<file path="src/common/nfc_pkg.sv">
// constants, types and command table for the flash command host.
// assumes one flash target whose die busy shows on a ready/busy pin.
package nfc_pkg;

  // command bytes
  localparam logic [7:0] OPC_READ       = 8'h00;
  localparam logic [7:0] OPC_READ_GO    = 8'h30;
  localparam logic [7:0] OPC_CACHE_RD   = 8'h31;
  localparam logic [7:0] OPC_CACHE_END  = 8'h3f;
  localparam logic [7:0] OPC_MOVE_GO    = 8'h35;
  localparam logic [7:0] OPC_PROG       = 8'h80;
  localparam logic [7:0] OPC_PROG_GO    = 8'h10;
  localparam logic [7:0] OPC_PROG_CACHE = 8'h15;
  localparam logic [7:0] OPC_PLANE_NEXT = 8'h11;
  localparam logic [7:0] OPC_MOVE_PROG  = 8'h85;
  localparam logic [7:0] OPC_ERASE      = 8'h60;
  localparam logic [7:0] OPC_ERASE_GO   = 8'hd0;
  localparam logic [7:0] OPC_ERASE_NEXT = 8'hd1;
  localparam logic [7:0] OPC_COL_RD     = 8'h06;
  localparam logic [7:0] OPC_COL_GO     = 8'he0;

  // address cycles
  localparam logic [2:0] NA_NONE    = 3'h0;
  localparam logic [2:0] NA_ROW     = 3'h3;
  localparam logic [2:0] NA_FULL    = 3'h5;
  localparam logic [2:0] ADDR_BYTES = 3'h5;
  localparam logic [2:0] ADDR_LAST  = 3'h4;
  localparam int         PLANE_BYTE = 2;
  localparam int         PLANE_BIT  = 7;

  // timing
  localparam int T_CLK_NS   = 8;
  localparam int T_PHASE_NS = 20;
  localparam int PH_CYC     = (T_PHASE_NS + T_CLK_NS - 1) / T_CLK_NS;
  localparam int T_ADL_NS   = 100;
  localparam int ADL_TICKS  =
    (T_ADL_NS + PH_CYC * T_CLK_NS - 1) / (PH_CYC * T_CLK_NS);
  localparam logic [3:0] PH_LAST  = 4'(PH_CYC - 1);
  localparam logic [2:0] ADL_LAST = 3'(ADL_TICKS - 1);

  typedef enum logic [1:0] {DM_NONE, DM_REQ, DM_OPT} nfc_dmode_t;

  typedef enum logic [4:0] {
    OP_NONE, OP_READ_PAGE, OP_CACHE_SEQ, OP_CACHE_RAND, OP_CACHE_LAST,
    OP_PROG, OP_PROG_CACHE, OP_ERASE, OP_MOVE_READ, OP_MOVE_PROG,
    OP_OTP_LOCK, OP_OTP_PROG, OP_OTP_READ, OP_TP_READ, OP_TP_MOVE_READ,
    OP_TP_COL_READ, OP_TP_PROG, OP_TP_PROG_CACHE, OP_TP_MOVE_PROG,
    OP_TP_ERASE
  } nfc_op_t;

  // gray along idle-cmd-addr-gap-data-mid-addr-gap-data-last
  typedef enum logic [3:0] {
    ST_IDLE = 4'h0, ST_CMD1 = 4'h1, ST_ADR1 = 4'h3, ST_ADL1 = 4'h2,
    ST_DAT1 = 4'h6, ST_MID  = 4'h7, ST_ADR2 = 4'h5, ST_ADL2 = 4'h4,
    ST_DAT2 = 4'hc, ST_LAST = 4'hd
  } nfc_state_t;

  typedef struct packed {
    logic [7:0] first;
    logic [2:0] na;
    nfc_dmode_t dmode;
    logic       two_plane;
    logic [7:0] mid1;
    logic       use_mid1;
    logic [7:0] mid2;
    logic [7:0] last;
    logic       use_last;
  } nfc_desc_t;

  typedef struct packed {
    nfc_op_t         op;
    logic [4:0][7:0] addr_a;
    logic [4:0][7:0] addr_b;
    logic            with_data;
    logic            omit_mid;
  } nfc_req_t;

  typedef struct packed {
    logic       ce_n;
    logic       cle;
    logic       ale;
    logic       we_n;
    logic       re_n;
    logic       wp_n;
    logic [7:0] io_out;
    logic       io_oe;
  } nfc_pins_t;

  localparam nfc_pins_t PINS_IDLE = '{1'b1, 1'b0, 1'b0, 1'b1, 1'b1, 1'b1,
                                      8'h00, 1'b0};

  function automatic nfc_desc_t nfc_desc(input nfc_op_t op);
    nfc_desc_t d;
    d = '{OPC_READ, NA_NONE, DM_NONE, 1'b0, OPC_READ, 1'b0, OPC_READ,
          OPC_READ, 1'b0};
    case (op)
      OP_READ_PAGE, OP_OTP_READ: begin
        d = '{OPC_READ, NA_FULL, DM_NONE, 1'b0, OPC_READ, 1'b0, OPC_READ,
              OPC_READ_GO, 1'b1};
      end
      OP_CACHE_SEQ: d.first = OPC_CACHE_RD;
      OP_CACHE_LAST: d.first = OPC_CACHE_END;
      OP_CACHE_RAND: begin
        d = '{OPC_READ, NA_FULL, DM_NONE, 1'b0, OPC_READ, 1'b0, OPC_READ,
              OPC_CACHE_RD, 1'b1};
      end
      OP_PROG, OP_OTP_PROG, OP_PROG_CACHE, OP_OTP_LOCK: begin
        d = '{OPC_PROG, NA_FULL, DM_REQ, 1'b0, OPC_PLANE_NEXT, 1'b1,
              OPC_PROG, OPC_PROG_GO, 1'b1};
        if (op == OP_PROG_CACHE) d.last = OPC_PROG_CACHE;
        if (op == OP_OTP_LOCK) d.dmode = DM_NONE;
      end
      OP_ERASE: begin
        d = '{OPC_ERASE, NA_ROW, DM_NONE, 1'b0, OPC_ERASE_NEXT, 1'b1,
              OPC_ERASE, OPC_ERASE_GO, 1'b1};
      end
      OP_MOVE_READ: begin
        d = '{OPC_READ, NA_FULL, DM_NONE, 1'b0, OPC_READ, 1'b0, OPC_READ,
              OPC_MOVE_GO, 1'b1};
      end
      OP_MOVE_PROG: begin
        d = '{OPC_MOVE_PROG, NA_FULL, DM_OPT, 1'b0, OPC_PLANE_NEXT, 1'b1,
              OPC_MOVE_PROG, OPC_PROG_GO, 1'b1};
      end
      OP_TP_READ, OP_TP_MOVE_READ: begin
        d = '{OPC_READ, NA_FULL, DM_NONE, 1'b1, OPC_READ, 1'b0, OPC_READ,
              OPC_READ_GO, 1'b1};
        if (op == OP_TP_MOVE_READ) d.last = OPC_MOVE_GO;
      end
      OP_TP_COL_READ: begin
        d = '{OPC_COL_RD, NA_FULL, DM_NONE, 1'b0, OPC_READ, 1'b0, OPC_READ,
              OPC_COL_GO, 1'b1};
      end
      OP_TP_PROG, OP_TP_PROG_CACHE, OP_TP_MOVE_PROG: begin
        d = '{OPC_PROG, NA_FULL, DM_REQ, 1'b1, OPC_PLANE_NEXT, 1'b1,
              OPC_PROG, OPC_PROG_GO, 1'b1};
        if (op == OP_TP_PROG_CACHE) d.last = OPC_PROG_CACHE;
        if (op == OP_TP_MOVE_PROG) begin
          d.first = OPC_MOVE_PROG;
          d.mid2  = OPC_MOVE_PROG;
          d.dmode = DM_OPT;
        end
      end
      OP_TP_ERASE: begin
        d = '{OPC_ERASE, NA_ROW, DM_NONE, 1'b1, OPC_ERASE_NEXT, 1'b1,
              OPC_ERASE, OPC_ERASE_GO, 1'b1};
      end
      default: d.use_last = 1'b0;
    endcase
    return d;
  endfunction : nfc_desc

  function automatic logic nfc_plane(input logic [4:0][7:0] a);
    return a[PLANE_BYTE][PLANE_BIT];
  endfunction : nfc_plane

endpackage : nfc_pkg

</file>
<file path="src/hw/nfc_cmd_host.sv">
// host side command sequencer for program, erase, move, otp and
// two-plane flash operations. assumes the status poller outside feeds
// the array ready bit and that otp mode entry is flagged on otp_mode_en.
//
// Contract
// cached program on busy array after cached program
// cached reads on busy array only after reads
// internal copy stays inside one plane
// copy read 35h, copy program 85h/10h, die ready
// otp commands only after otp mode entered
// otp program refused while any die busy
// otp read refused while any die busy
// otp lock refused while any die busy
// programs allowed while other dies busy
// two-plane column read only after two-plane read
// erase 60h/d0h, two-plane with optional d1h
// two-plane copy read and program, planes kept
// two-plane program 80h/11h/80h then 10h or 15h
// nothing starts on a busy die except caching; here caching is refused too while the synced r/b pin is low
`timescale 1ns/1ns
module nfc_cmd_host
  import nfc_pkg::*;
(
  // clock and reset
  input  wire logic       clk_sys,
  input  wire logic       rst,
  // operation request
  input  wire logic       req_valid,
  input  wire nfc_req_t   req,
  output logic            req_ready,
  output logic            req_done,
  output logic            req_refused,
  // data bytes for program operations
  input  wire logic       dat_valid,
  input  wire logic [7:0] dat_byte,
  input  wire logic       dat_last,
  output logic            dat_ready,
  // die state
  input  wire logic       array_ready_bit,
  input  wire logic       other_dies_busy,
  input  wire logic       otp_mode_en,
  // flash pins
  input  wire logic       rb_n_pin,
  output nfc_pins_t       pins
);

  nfc_state_t state;
  nfc_state_t n_state;
  nfc_req_t   cur;
  nfc_op_t    last_op;
  logic [2:0] idx;
  logic [2:0] n_idx;
  logic [3:0] div;
  logic       sub;
  logic       dat_on;
  logic       got_last;
  logic       src_plane_a;
  logic       src_plane_b;
  logic       rb_meta;
  logic       rb_sync;
  logic [7:0] drv_byte;
  logic       drv_cle;
  logic       drv_ale;

  wire nfc_desc_t d     = nfc_desc(cur.op);
  wire nfc_desc_t sd    = nfc_desc(req.op);
  wire logic [2:0] a_st = ADDR_BYTES - d.na;
  wire logic tick  = (div == PH_LAST);
  wire logic adl   = (state == ST_ADL1) || (state == ST_ADL2);
  wire logic step  = tick & sub & ~adl & ~dat_ready & (state != ST_IDLE);
  wire logic fire  = dat_valid & dat_ready;
  wire logic in_dat = (state == ST_DAT1) || (state == ST_DAT2);
  wire logic start = req_valid & req_ready;

  // permission checks on the request
  wire logic is_otp   = (req.op == OP_OTP_LOCK) || (req.op == OP_OTP_PROG)
                        || (req.op == OP_OTP_READ);
  wire logic is_cprog = (req.op == OP_PROG_CACHE)
                        || (req.op == OP_TP_PROG_CACHE);
  wire logic is_cread = (req.op == OP_CACHE_SEQ) || (req.op == OP_CACHE_RAND)
                        || (req.op == OP_CACHE_LAST);
  wire logic prev_cprog = (last_op == OP_PROG_CACHE)
                          || (last_op == OP_TP_PROG_CACHE);
  wire logic prev_read  = (last_op == OP_READ_PAGE)
                          || (last_op == OP_CACHE_SEQ)
                          || (last_op == OP_CACHE_RAND)
                          || (last_op == OP_CACHE_LAST);
  wire logic cache_ok = (is_cprog & prev_cprog)
                        | (is_cread & prev_read);
  // die busy blocks all; busy array only lets caching pass
  wire logic busy_ok  = rb_sync & (array_ready_bit | cache_ok);
  wire logic otp_ok   = ~is_otp | (otp_mode_en & ~other_dies_busy);
  wire logic col_ok   = (req.op != OP_TP_COL_READ)
                        || (last_op == OP_TP_READ)
                        || (last_op == OP_TP_COL_READ);
  wire logic pl_a_ok  = nfc_plane(req.addr_a) == src_plane_a;
  wire logic pl_b_ok  = nfc_plane(req.addr_b) == src_plane_b;
  wire logic plane_ok = ((req.op != OP_MOVE_PROG) || pl_a_ok)
                        && ((req.op != OP_TP_MOVE_PROG)
                            || (pl_a_ok && pl_b_ok));
  wire logic req_ok   = (req.op != OP_NONE) & busy_ok & otp_ok & col_ok
                        & plane_ok;
  wire logic take     = start & req_ok;
  wire logic s_dat    = (sd.dmode == DM_REQ)
                        || ((sd.dmode == DM_OPT) && req.with_data);

  // d1h may be left out of a two-plane erase
  wire logic mid1_on = d.use_mid1 & ~(cur.omit_mid & (cur.op == OP_TP_ERASE));
  wire nfc_state_t st_end = d.use_last ? ST_LAST : ST_IDLE;
  wire nfc_state_t h1_st  = d.two_plane ? ST_MID : st_end;
  wire logic [2:0] h1_idx = mid1_on ? 3'h0 : 3'h1;

  // where the byte engine goes once the current byte is written
  always_comb begin
    n_state = ST_IDLE;
    n_idx   = '0;
    case (state)
      ST_CMD1: begin
        if (d.na != NA_NONE) begin
          n_state = ST_ADR1;
          n_idx   = a_st;
        end else begin
          n_state = st_end;
        end
      end
      ST_ADR1: begin
        if (idx != ADDR_LAST) begin
          n_state = ST_ADR1;
          n_idx   = idx + 3'h1;
        end else if (dat_on) begin
          n_state = ST_ADL1;
        end else begin
          n_state = h1_st;
          n_idx   = h1_idx;
        end
      end
      ST_DAT1: begin
        n_state = h1_st;
        n_idx   = h1_idx;
      end
      ST_MID: begin
        if (idx == 3'h0) begin
          n_state = ST_MID;
          n_idx   = 3'h1;
        end else begin
          n_state = ST_ADR2;
          n_idx   = a_st;
        end
      end
      ST_ADR2: begin
        if (idx != ADDR_LAST) begin
          n_state = ST_ADR2;
          n_idx   = idx + 3'h1;
        end else if (dat_on) begin
          n_state = ST_ADL2;
        end else begin
          n_state = st_end;
        end
      end
      ST_DAT2: n_state = st_end;
      default: n_state = ST_IDLE;
    endcase
  end

  // byte and latch strobes for the next state
  always_comb begin
    drv_byte = '0;
    drv_cle  = 1'b0;
    drv_ale  = 1'b0;
    case (n_state)
      ST_ADR1: begin
        drv_byte = cur.addr_a[n_idx];
        drv_ale  = 1'b1;
      end
      ST_MID: begin
        drv_byte = (n_idx == 3'h0) ? d.mid1 : d.mid2;
        drv_cle  = 1'b1;
      end
      ST_ADR2: begin
        drv_byte = cur.addr_b[n_idx];
        drv_ale  = 1'b1;
      end
      ST_LAST: begin
        drv_byte = d.last;
        drv_cle  = 1'b1;
      end
      default: drv_byte = '0;
    endcase
  end

  wire logic fin    = step & ~(in_dat & ~got_last) & (n_state == ST_IDLE);
  wire logic to_adl = step & ((n_state == ST_ADL1) || (n_state == ST_ADL2));
  wire logic nxt    = step & ~(in_dat & ~got_last) & ~fin & ~to_adl;
  wire logic want   = step & in_dat & ~got_last;
  wire logic adl_end = adl & tick & (idx == ADL_LAST);

  // ready/busy pin crosses in from the flash
  always_ff @(posedge clk_sys) begin
    if (rst) begin
      rb_meta <= 1'b0;
      rb_sync <= 1'b0;
    end else begin
      rb_meta <= rb_n_pin;
      rb_sync <= rb_meta;
    end
  end

  // phase divider restarts on every new byte so low time is full
  always_ff @(posedge clk_sys) begin
    if (rst || take || fire || nxt || tick || state == ST_IDLE)
      div <= '0;
    else
      div <= div + 4'h1;
  end

  always_ff @(posedge clk_sys) begin
    if (rst) begin
      state <= ST_IDLE;
      idx   <= '0;
      sub   <= 1'b1;
    end else if (take) begin
      state <= ST_CMD1;
      idx   <= '0;
      sub   <= 1'b0;
    end else if (fire) begin
      sub <= 1'b0;
    end else if (adl) begin
      if (adl_end) begin
        state <= (state == ST_ADL1) ? ST_DAT1 : ST_DAT2;
        idx   <= '0;
      end else if (tick) begin
        idx <= idx + 3'h1;
      end
    end else if (tick && !sub) begin
      sub <= 1'b1;
    end else if (step && !want) begin
      state <= n_state;
      idx   <= n_idx;
      sub   <= ~nxt;
    end
  end

  always_ff @(posedge clk_sys) begin
    if (rst) begin
      pins <= PINS_IDLE;
    end else if (take) begin
      pins.ce_n   <= 1'b0;
      pins.cle    <= 1'b1;
      pins.ale    <= 1'b0;
      pins.we_n   <= 1'b0;
      pins.io_out <= sd.first;
      pins.io_oe  <= 1'b1;
    end else if (fire) begin
      pins.cle    <= 1'b0;
      pins.ale    <= 1'b0;
      pins.we_n   <= 1'b0;
      pins.io_out <= dat_byte;
    end else if (tick && !sub && !adl && state != ST_IDLE) begin
      pins.we_n <= 1'b1;
    end else if (fin) begin
      pins <= PINS_IDLE;
    end else if (to_adl) begin
      pins.ale <= 1'b0;
    end else if (nxt) begin
      pins.cle    <= drv_cle;
      pins.ale    <= drv_ale;
      pins.we_n   <= 1'b0;
      pins.io_out <= drv_byte;
    end
  end

  // request bookkeeping and data handshake
  always_ff @(posedge clk_sys) begin
    if (rst) begin
      cur         <= '0;
      dat_on      <= 1'b0;
      got_last    <= 1'b0;
      dat_ready   <= 1'b0;
      req_ready   <= 1'b1;
      req_done    <= 1'b0;
      req_refused <= 1'b0;
      last_op     <= OP_NONE;
      src_plane_a <= 1'b0;
      src_plane_b <= 1'b0;
    end else begin
      req_done    <= fin;
      req_refused <= start & ~req_ok;
      if (take) begin
        cur       <= req;
        dat_on    <= s_dat;
        req_ready <= 1'b0;
        if (req.op == OP_MOVE_READ || req.op == OP_TP_MOVE_READ) begin
          src_plane_a <= nfc_plane(req.addr_a);
          src_plane_b <= nfc_plane(req.addr_b);
        end
      end
      if (fin) begin
        req_ready <= 1'b1;
        last_op   <= cur.op;
      end
      if (adl_end || want)
        dat_ready <= 1'b1;
      else if (fire)
        dat_ready <= 1'b0;
      if (adl_end || take)
        got_last <= 1'b0;
      else if (fire)
        got_last <= dat_last;
    end
  end

endmodule : nfc_cmd_host

</file>
<file path="config.mk">
export PLATFORM = sky130hd
export DESIGN_NAME = nfc_cmd_host
export DESIGN_NICKNAME = d
export VERILOG_FILES = /design/src/common/nfc_pkg.sv /design/src/hw/nfc_cmd_host.sv
export SDC_FILE = /design/constraint.sdc
export NUM_CORES = 1
export LEC_CHECK = 0
export ABC_CLOCK_PERIOD_IN_PS = 6600
export BUFFER_PORTS_ARGS = -buffer_cell sky130_fd_sc_hd__buf_4
export CORE_MARGIN = 4
export CORE_UTILIZATION = 40
export CTS_CLUSTER_SIZE = 28
export DETAILED_ROUTE_END_ITERATION = 10
export SLEW_MARGIN = 20
export SYNTH_ARGS = -nofsm -noshare
export SYNTH_HDL_FRONTEND = slang
export SYNTH_SLANG_ARGS = --single-unit
</file>
<file path="constraint.sdc">
create_clock -name clk_sys -period 6.6 [get_ports clk_sys]
set_clock_uncertainty 0.15 [all_clocks]
set_input_delay 0.99 -clock clk_sys [delete_from_list [all_inputs] [get_ports clk_sys]]
set_output_delay 0.99 -clock clk_sys [all_outputs]
set_load 0.05 [all_outputs]
</file>
Word-level counts from Yosys, hierarchy flattened
Index checks and enable logic that the tools add are counted.
- ROM bits: 0
- memories kept: 0
- output and inout bits: 19
- word-level logic and storage cells: 314
- input bits: 104
- RAM bits: 0
- register bits after elaboration: 126
- bits in latches: 0
- mux-type cells: 78
- divide/modulo/power cells: 0
- bitwise operators: 44
- order comparisons: 1
- $mul: 0
- add/sub/neg operators: 3
- shifts and indexed selects: 0
- reductions and logical operators: 75
- equal/unequal tests: 79
- operators by type and width (kind ; count):
    31-bit one-hot mux with 10 select lines ; 1
    28-bit one-hot mux with 10 select lines ; 1
    5-bit by 4-bit == test with 1-bit output (second input constant) ; 18
    3-bit two-way mux ; 21
    8-bit two-way mux ; 7
    8-bit one-hot mux with 7 select lines ; 1
    4-bit two-way mux ; 13
    8-bit binary-select mux with 3-bit select ; 2
    5-bit by 3-bit == test with 1-bit output (second input constant) ; 9
    5-bit == test (second input constant) ; 9
    8-bit one-hot mux with 4 select lines ; 1
    1-bit AND ; 28
    4-bit by 3-bit == test with 1-bit output (second input constant) ; 7
    5-bit by 2-bit == test with 1-bit output (second input constant) ; 5
    1-bit logical OR ; 25
    1-bit two-way mux ; 24
    4-bit one-hot mux with 6 select lines ; 1
    4-bit by 2-bit == test with 1-bit output (second input constant) ; 5
    2-bit OR reduction ; 10
    9-bit two-way mux ; 2
    17-bit OR reduction ; 1
    5-bit by 1-bit == test with 1-bit output (second input constant) ; 3
    5-bit by 4-bit inequality test with 1-bit output (second input constant) ; 3
    3-bit one-hot mux with 5 select lines ; 1
    other kinds (33) ; 82

Depth between registers and ports, before layout
Gate-level depths: netlist of the first run.
- depth in word-level cells: 19
- mapped depth: 14
- depth with buffers taken out: 11

Worst setup path after synthesis of the first run
No wires, ideal clock.
- kind: in2reg
- from: in req[86] (netlist bit)
- to: reg src_plane_a
- buffers on the path: 2
- setup time: 0.128 ns
- slack: 3.279 ns
- data required time: 6.322 ns
- stages: 10
- arrival: 3.043 ns
- cell sequence: clkbuf_1 -> nor2b_1 -> nand4_1 -> nand4_1 -> a211oi_1 -> nand4_1 -> buf_2 -> or4_1 -> mux2i_1 -> nor2_1
- word-level cells in the longest chain between the ends: 13
- elaborated cells on any way between the ends: 38
- those cells by class: eq/ne (13); bitwise (12); reduce/logical (13)
- RTL lines (item ; line ; text):
    start, declared ; nfc_cmd_host.sv:29 ; input wire nfc_req_t req,
    5-bit by 2-bit == test with 1-bit output (on tied branches) ; n/a ;
    1-bit logical OR ; nfc_cmd_host.sv:80 ; wire logic is_cread = (req.op == OP_CACHE_SEQ) || (req.op == OP_CACHE_RAND)
    1-bit logical OR ; nfc_cmd_host.sv:81 ; || (req.op == OP_CACHE_LAST);
    1-bit AND ; nfc_cmd_host.sv:89 ; | (is_cread & prev_read);
    1-bit OR ; nfc_cmd_host.sv:89 ;
    1-bit OR ; nfc_cmd_host.sv:91 ; wire logic busy_ok = rb_sync & (array_ready_bit | cache_ok);
    1-bit AND ; nfc_cmd_host.sv:91 ;
    1-bit AND (3 in series) ; nfc_cmd_host.sv:101 ; wire logic req_ok = (req.op != OP_NONE) & busy_ok & otp_ok & col_ok
    1-bit AND ; nfc_cmd_host.sv:102 ; & plane_ok;
    1-bit AND ; nfc_cmd_host.sv:103 ; wire logic take = start & req_ok;
    2-bit AND reduction (no line) (*) ; n/a ;
    end signal, assigned ; nfc_cmd_host.sv:293 ; src_plane_a <= nfc_plane(req.addr_a);
    end, declared ; nfc_cmd_host.sv:57 ; logic src_plane_a;
Mark *: on every way between the ends. The rest lies on a longest branch, timed or not.
A chain may end at the register's enable or synchronous reset.

Worst setup path after layout of the first run
- from: reg cur[86] (netlist bit)
- to: reg pins[1] (netlist bit)
- word-level cells in the longest chain between the ends: 17
- elaborated cells on any way between the ends: 77
- those cells by class: add/sub (1); eq/ne (24); mux (32); bitwise (9); reduce/logical (11)
- RTL lines (item ; line ; text):
    start, declared ; nfc_cmd_host.sv:49 ; nfc_req_t cur;
    start signal, assigned ; nfc_cmd_host.sv:289 ; cur <= req;
    parallel branches: the longest is 17 deep, another holds 3-bit subtractor ; n/a ;
    end, declared ; nfc_cmd_host.sv:44 ; output nfc_pins_t pins
Several ways; the timed one is not identified. The select of a mux whose other input is x is not followed.

==> results.json, run 1 <==
{
  "cts_max_path_buffers": 2,
  "antenna_found_initial": 0,
  "ff2ff_setup_slack_ps": 2760,
  "synthDistinctLibCells": 73,
  "clock_latency_ps": 410,
  "period_share": 0.581,
  "setup_tns_ps": 0,
  "synth_seq_area_share": 0.383,
  "fp.dieH_um": 136,
  "multi_input_area_um2": 3730,
  "final_cell_area_um2": 8200,
  "clock.fmax_mhz": 261,
  "place.gp.congestion": 0.938,
  "synth_ff_type": "dfxtp_1",
  "rsz0062_at_grt": "false",
  "firstDrtPassIters": 5,
  "whs_endpoint": "rb_sync",
  "placed_area_um2": 7550,
  "critical_path.max_stage_delay_ps": 610,
  "drc": 0,
  "final_common_cell": "nand2_1",
  "cp.arrival_ps": 3980,
  "cts_buffers": 17,
  "crit_buf_inv": 1,
  "grt_overflow": 0,
  "slew_viol_final": 0,
  "num_vias": 6381,
  "hold_depth": 1,
  "async_flop_share": 0,
  "slew_headroom": 0.408,
  "grt_pass1_wl_um": 31100,
  "crit_fanout": 15,
  "synth_area_per_cell_um2": 7.67,
  "peakVddDrop_mv": 0.181,
  "setup.worst_path.start_class": "flip-flop",
  "io_pins": 123,
  "cp.depth": 9,
  "ctsResizeCount": 0,
  "powerDensity_nw_per_um2": 232,
  "areaGrowthSynthToFinish_pct": 24.6,
  "netlist_area_um2": 6580,
  "finalHoldViolCount": 0,
  "holdBufCountCts": 0,
  "critPathRequiredTime_ps": 6740,
  "n_fill_cell": 1618,
  "final_cell_mix": "nand2_1 (214), buf_4 (128), a21oi_1 (127), dfxtp_1 (126), nor2_1 (44)",
  "criticalPathCategory": "reg2reg",
  "grt_pass1_vias": 5894,
  "dr.first_iter.drc_count": 576,
  "hpwl_um": 14000,
  "crit_family": "compound AO/OA/AOI/OAI gates",
  "initial_core_util": 0.411,
  "area.sequential_um2": 2520,
  "routedWlPerCell_um": 16.7,
  "synthCells": 858,
  "clk_pin_slew_ps": 60,
  "final_nets": 1049,
  "port_buffers": 120,
  "grt_usage": 0.212,
  "reg2reg_depth": 9,
  "synth_warnings": 0,
  "crit_slowest_cell": "dfxtp_1",
  "cts_setup_buffers": 0,
  "period_minus_slack_ps": 3840,
  "p_leak_nw": 3.02,
  "drive_above_1_share": 0.199,
  "antenna_cells": 0,
  "die-width_um": 136,
  "ys_ff_latch": 126,
  "ant_nets": 0,
  "rows": 46,
  "maxCapViolCount": 0,
  "cts-root-buf": "clkbuf_16",
  "r2r_start": "cur[86]",
  "vias_per_cell": 5.46,
  "grt_max_degree": 60,
  "placed_cells": 1137,
  "synth_edf_count": 0,
  "die-area_um2": 18600,
  "cts.sinks": 126,
  "fin_cells": 1168,
  "cts_tree": "done",
  "fp.coreArea_um2": 16000,
  "timing.rr.end": "pins[1]",
  "end_kind": "flip-flop",
  "cp_cell_sequence": "nor3b_2 -> a21o_1 -> o22a_1 -> o21a_1 -> buf_4 -> mux4_2 -> a22o_1 -> a2111oi_2 -> nor3_1",
  "status": "finished, final reports clean",
  "drt-total-wl_um": 19500,
  "hold_path.class": "reg2reg",
  "tightest_slew_ps": 881,
  "hp-start": "rb_meta",
  "htreeDepth": 4,
  "finalSetupViolations": 0
}
[cells in the mapped netlist, types with 5 or more instances]
library cell | count | share of area
nor2b_1 | 8 | 0.0076
a211oi_1 | 6 | 0.0068
nand4_1 | 5 | 0.0048
xor2_1 | 6 | 0.0080
o21ai_0 | 40 | 0.030
a22oi_1 | 5 | 0.0057
nand4b_1 | 6 | 0.0080
o211ai_1 | 10 | 0.011
o2bb2ai_1 | 5 | 0.0067
dfxtp_1 | 126 | 0.38
nand3_1 | 16 | 0.012
and2_1 | 5 | 0.0048
mux2i_1 | 15 | 0.023
inv_1 | 16 | 0.0091
a21oi_1 | 127 | 0.097
nand2_1 | 214 | 0.12
a31oi_1 | 6 | 0.0057
buf_2 | 14 | 0.011
nor2_1 | 45 | 0.026
mux4_2 | 10 | 0.034
xnor2_1 | 7 | 0.0093
nand2b_1 | 11 | 0.010
buf_1 | 5 | 0.0029
nor3_1 | 13 | 0.0099
clkbuf_1 | 44 | 0.025
a22o_1 | 5 | 0.0067
or3_1 | 6 | 0.0057
[how the worst max path moves through the flow]
| stage | startpoint | to |
|---|---|---|
| 2_1_floorplan | req[86] | src_plane_a |
| 3_3_place_gp | req[85] | cur[12] |
| 3_5_place_dp | req[83] | cur[74] |
| 4_1_cts | cur[86] | pins[1] |
| 5_1_grt | cur[86] | pins[1] |
| 6_report | cur[86] | pins[1] |
[metal layers]
| layer | share of wire | wire length, um | global-route usage | vias to the layer above |
|---|---|---|---|---|
| li1 | - | - | - | 3171 |
| met1 | 0.46 | 8920 | 0.296 | 2962 |
| met2 | 0.46 | 9060 | 0.327 | 221 |
| met3 | 0.062 | 1210 | 0.0492 | 27 |
| met4 | 0.017 | 324 | 0.0633 | 0 |
| met5 | 0 | 0 | 0 | - |
[layout make-up]
class,instances,area share
Clock buffer,21,0.0574
Clock inverter,9,0.0194
Inverter,16,0.00733
Multi-Input combinational cell,651,0.456
Sequential cell,126,0.308
Tap cell,216,0.0330
Timing Repair Buffer,129,0.120
[kinds of logic (layout without fill, tap and decap cells)]
logic type                 after synthesis  count (layout)  share of synthesized area
xor gates and xnor gates                13              13                     0.0173
DFF                                    126             126                      0.383
AOI/OAI and AO/OA                      244             244                      0.226
buffers and inverters                   82             175                     0.0517
other                                    1               2                   0.000570
adders and majority gates                4               4                    0.00761
muxes                                   26              26                     0.0588
and+or+nand+nor                        362             362                      0.255
[sequential cells by signal, summed over array words and instances (netlist names), 3 cells and up]
signal / cells
pins: 13
state: 4
cur: 86
last_op: 5
div: 4
idx: 3
[metrics by stage]
step	total power [mW]	util	hold WS, ps	setup WS, ps
2_1_floorplan	0.850	-	264	3280
3_3_place_gp	0.917	0.472	272	2650
3_5_place_dp	0.917	0.472	276	2620
4_1_cts	1.92	0.511	290	2770
5_1_grt	1.97	0.512	318	2490
6_report	1.90	0.512	288	2760
[report_power, final]
group          internal [mW]  switching (mW)
Combinational         0.0595          0.0646
Sequential             0.770         0.00681
Clock                  0.660           0.339
Note: power is estimated with default switching activity, not from simulation.
==> run 2: changes to the inputs <==
- ABC_AREA: unset -> 1
- ABC_CLOCK_PERIOD_IN_PS: 6600 -> 3300
- clock period: 6.6 -> 3.3 ns (I/O delays scaled with it)
==> run 2 against run 1 <==
Compared with the run above:
- first-iteration DRC count is 11% lower
- cell area grew 2.6%
- critical path depth rose by 9
- highest routed layer unchanged
==> results.json, run 2 <==
{
  "cp.arrival_ps": 3070,
  "setup_tns_ps": 0,
  "dr.first_iter.drc_count": 515,
  "ctsResizeCount": 0,
  "antenna_cells": 0,
  "finalSetupViolations": 0,
  "antenna_found_initial": 0,
  "hp-start": "rb_n_pin",
  "num_vias": 7002,
  "setup_ws_ps": 383,
  "peakVddDrop_mv": 0.344,
  "place_ws_ps": 358,
  "cts_max_path_buffers": 2,
  "ff2ff_setup_slack_ps": 380,
  "async_flop_share": 0,
  "crit_fanout": 15,
  "top_register": "cur",
  "tightest_slew_ps": 524,
  "die-area_um2": 19000,
  "reg.largest.list": "cur: 86 flops, pins: 13 flops, last_op: 5 flops",
  "status": "finished, final reports clean",
  "cts_buffers": 17,
  "drc": 0,
  "period_minus_slack_ps": 2920,
  "critPathRequiredTime_ps": 3460,
  "finalHoldViolCount": 0,
  "criticalPathCategory": "reg2reg",
  "vias_per_cell": 5.07,
  "port_buffers": 120,
  "fp.dieH_um": 138,
  "synth_seq_area_share": 0.374,
  "clock.fmax_mhz": 343,
  "place.gp.congestion": 0.924,
  "drt-total-wl_um": 20800,
  "ys_top_cells_by_area": "dfxtp_1 (37%), nand2_1 (12%), nor2_1 (11%)",
  "rsz0062_at_grt": "false",
  "yosysTopAreaCell": "dfxtp_1",
  "grt_pass1_vias": 6572,
  "cts_tree": "done",
  "p_leak_nw": 3.93,
  "final_common_cell": "nand2_1",
  "ys_ff_latch": 126,
  "period_share": 0.884,
  "cts-root-buf": "clkbuf_16",
  "largest_reg_flops": 86,
  "synth_edf_count": 0,
  "htreeDepth": 4,
  "powerDensity_nw_per_um2": 475,
  "hpwl_um": 15100,
  "holdBufCountCts": 0,
  "die-width_um": 138,
  "ant_nets": 0,
  "io_pins": 123,
  "maxCapViolCount": 0,
  "synth_common_cells": "nand2_1 (207), nor2_1 (196), dfxtp_1 (126)",
  "synth_ff_type": "dfxtp_1",
  "synthCells": 1046,
  "timing.rr.end": "pins[3]",
  "firstDrtPassIters": 5,
  "grt_pass1_wl_um": 33000,
  "routedWlPerCell_um": 15.1,
  "grt_max_degree": 70,
  "fp.coreArea_um2": 16600,
  "hold_path.class": "in2reg",
  "grt_overflow": 0,
  "synth_top_area_frac": 0.374,
  "synth.most_common_cell": "nand2_1",
  "clock_latency_ps": 420,
  "synth_area_per_cell_um2": 6.46,
  "synth_warnings": 0,
  "grt_usage": 0.222,
  "end_kind": "flip-flop",
  "final_cell_mix": "nand2_1 (207), nor2_1 (195), buf_4 (127), dfxtp_1 (126), o21ai_0 (119)",
  "final_nets": 1257,
  "cts.sinks": 126,
  "cts_setup_buffers": 0,
  "setup.worst_path.start_class": "flip-flop",
  "areaGrowthSynthToFinish_pct": 24.6,
  "r2r_start": "cur[86]",
  "post-route-util": 0.507,
  "hold_depth": 3,
  "synthDistinctLibCells": 43,
  "netlist_area_um2": 6750,
  "drive_above_1_share": 0.174,
  "slew_headroom": 0.650,
  "initial_core_util": 0.407,
  "rows": 47,
  "whs_endpoint": "rb_meta",
  "slew_viol_final": 0,
  "clk_pin_slew_ps": 60,
  "reg2reg_depth": 18
}
## run 2: cell count changes after synthesis, sizes merged, moves of 15 or more
cell    delta
clkbuf    -18
inv       +97
o21ai     +91
nand3     +60
mux2i     -15
nor2     +161
a21oi     -74
## run 2: layer usage
| layer | track usage | wire (um) | up-vias |
|---|---|---|---|
| li1 | - | - | 3586 |
| met1 | 0.299 | 9600 | 3202 |
| met2 | 0.363 | 9880 | 194 |
| met3 | 0.0443 | 1060 | 20 |
| met4 | 0.0576 | 280 | 0 |
| met5 | 0 | 0 | - |
## run 2: layout make-up
| type | instances | area [um2] |
|---|---|---|
| Sequential cell | 126 | 2520 |
| Timing Repair Buffer | 131 | 1030 |
| Fill cell | 1779 | 8170 |
| Inverter | 114 | 428 |
| Clock buffer | 21 | 480 |
| Clock inverter | 9 | 111 |
| Multi-Input combinational cell | 759 | 3560 |
| Tap cell | 220 | 275 |
## run 2: worst max-delay path, cell delays in order, from the launching register on
cell and delay (ps):
dfxtp_1 510, inv_2 150, nand3_1 170, nand2_1 80, nor2_1 110, nand2_2 70
nor2_4 220, nand2_4 150, nand2_1 130, nor2_4 50, buf_4 190, nand2_1 70
nand3_1 60, nand2_1 130, nand2_1 100, nand3_1 110, nand3_1 120, a21oi_1 160
nor2_1 50
## run 2: kinds of logic (layout without fill, tap and decap cells)
logic type | count (synthesis) | after routing | share of synthesized area
buffers and inverters | 162 | 275 | 0.101
adders and majority gates | 4 | 4 | 0.00741
other | 1 | 2 | 0.000555
and+or+nand+nor | 537 | 537 | 0.346
xor gates and xnor gates | 5 | 5 | 0.00648
AOI/OAI and AO/OA | 211 | 211 | 0.165
DFF | 126 | 126 | 0.374
## run 2: worst max-delay path by stage
stage,startpoint,to
6_report,cur[86],pins[3]
5_1_grt,cur[84],pins[3]
4_1_cts,cur[86],pins[5]
3_5_place_dp,req[84],pins[7]
3_3_place_gp,req[84],pins[7]
2_1_floorplan,req[83],cur[25]
## run 2: report_power, final
group          leakage (nW)  switching, mW  internal [mW]
registers              1.02         0.0355           1.57
clock network         0.287          0.680           1.18
logic                  2.63          0.331          0.196
total                  3.93           1.05           2.95
## run 2: through the flow
step                      hold WS [ps]  cell area, um2  cells  power, mW
after floorplan                    238            6760   1047       1.96
after global placement             250            7820   1350       2.16
after detailed placement           262            7820   1350       2.16
after CTS                          121            8410   1380       4.02
after global routing               140            8410   1380       4.16
final                              128            8410   1380       4.00
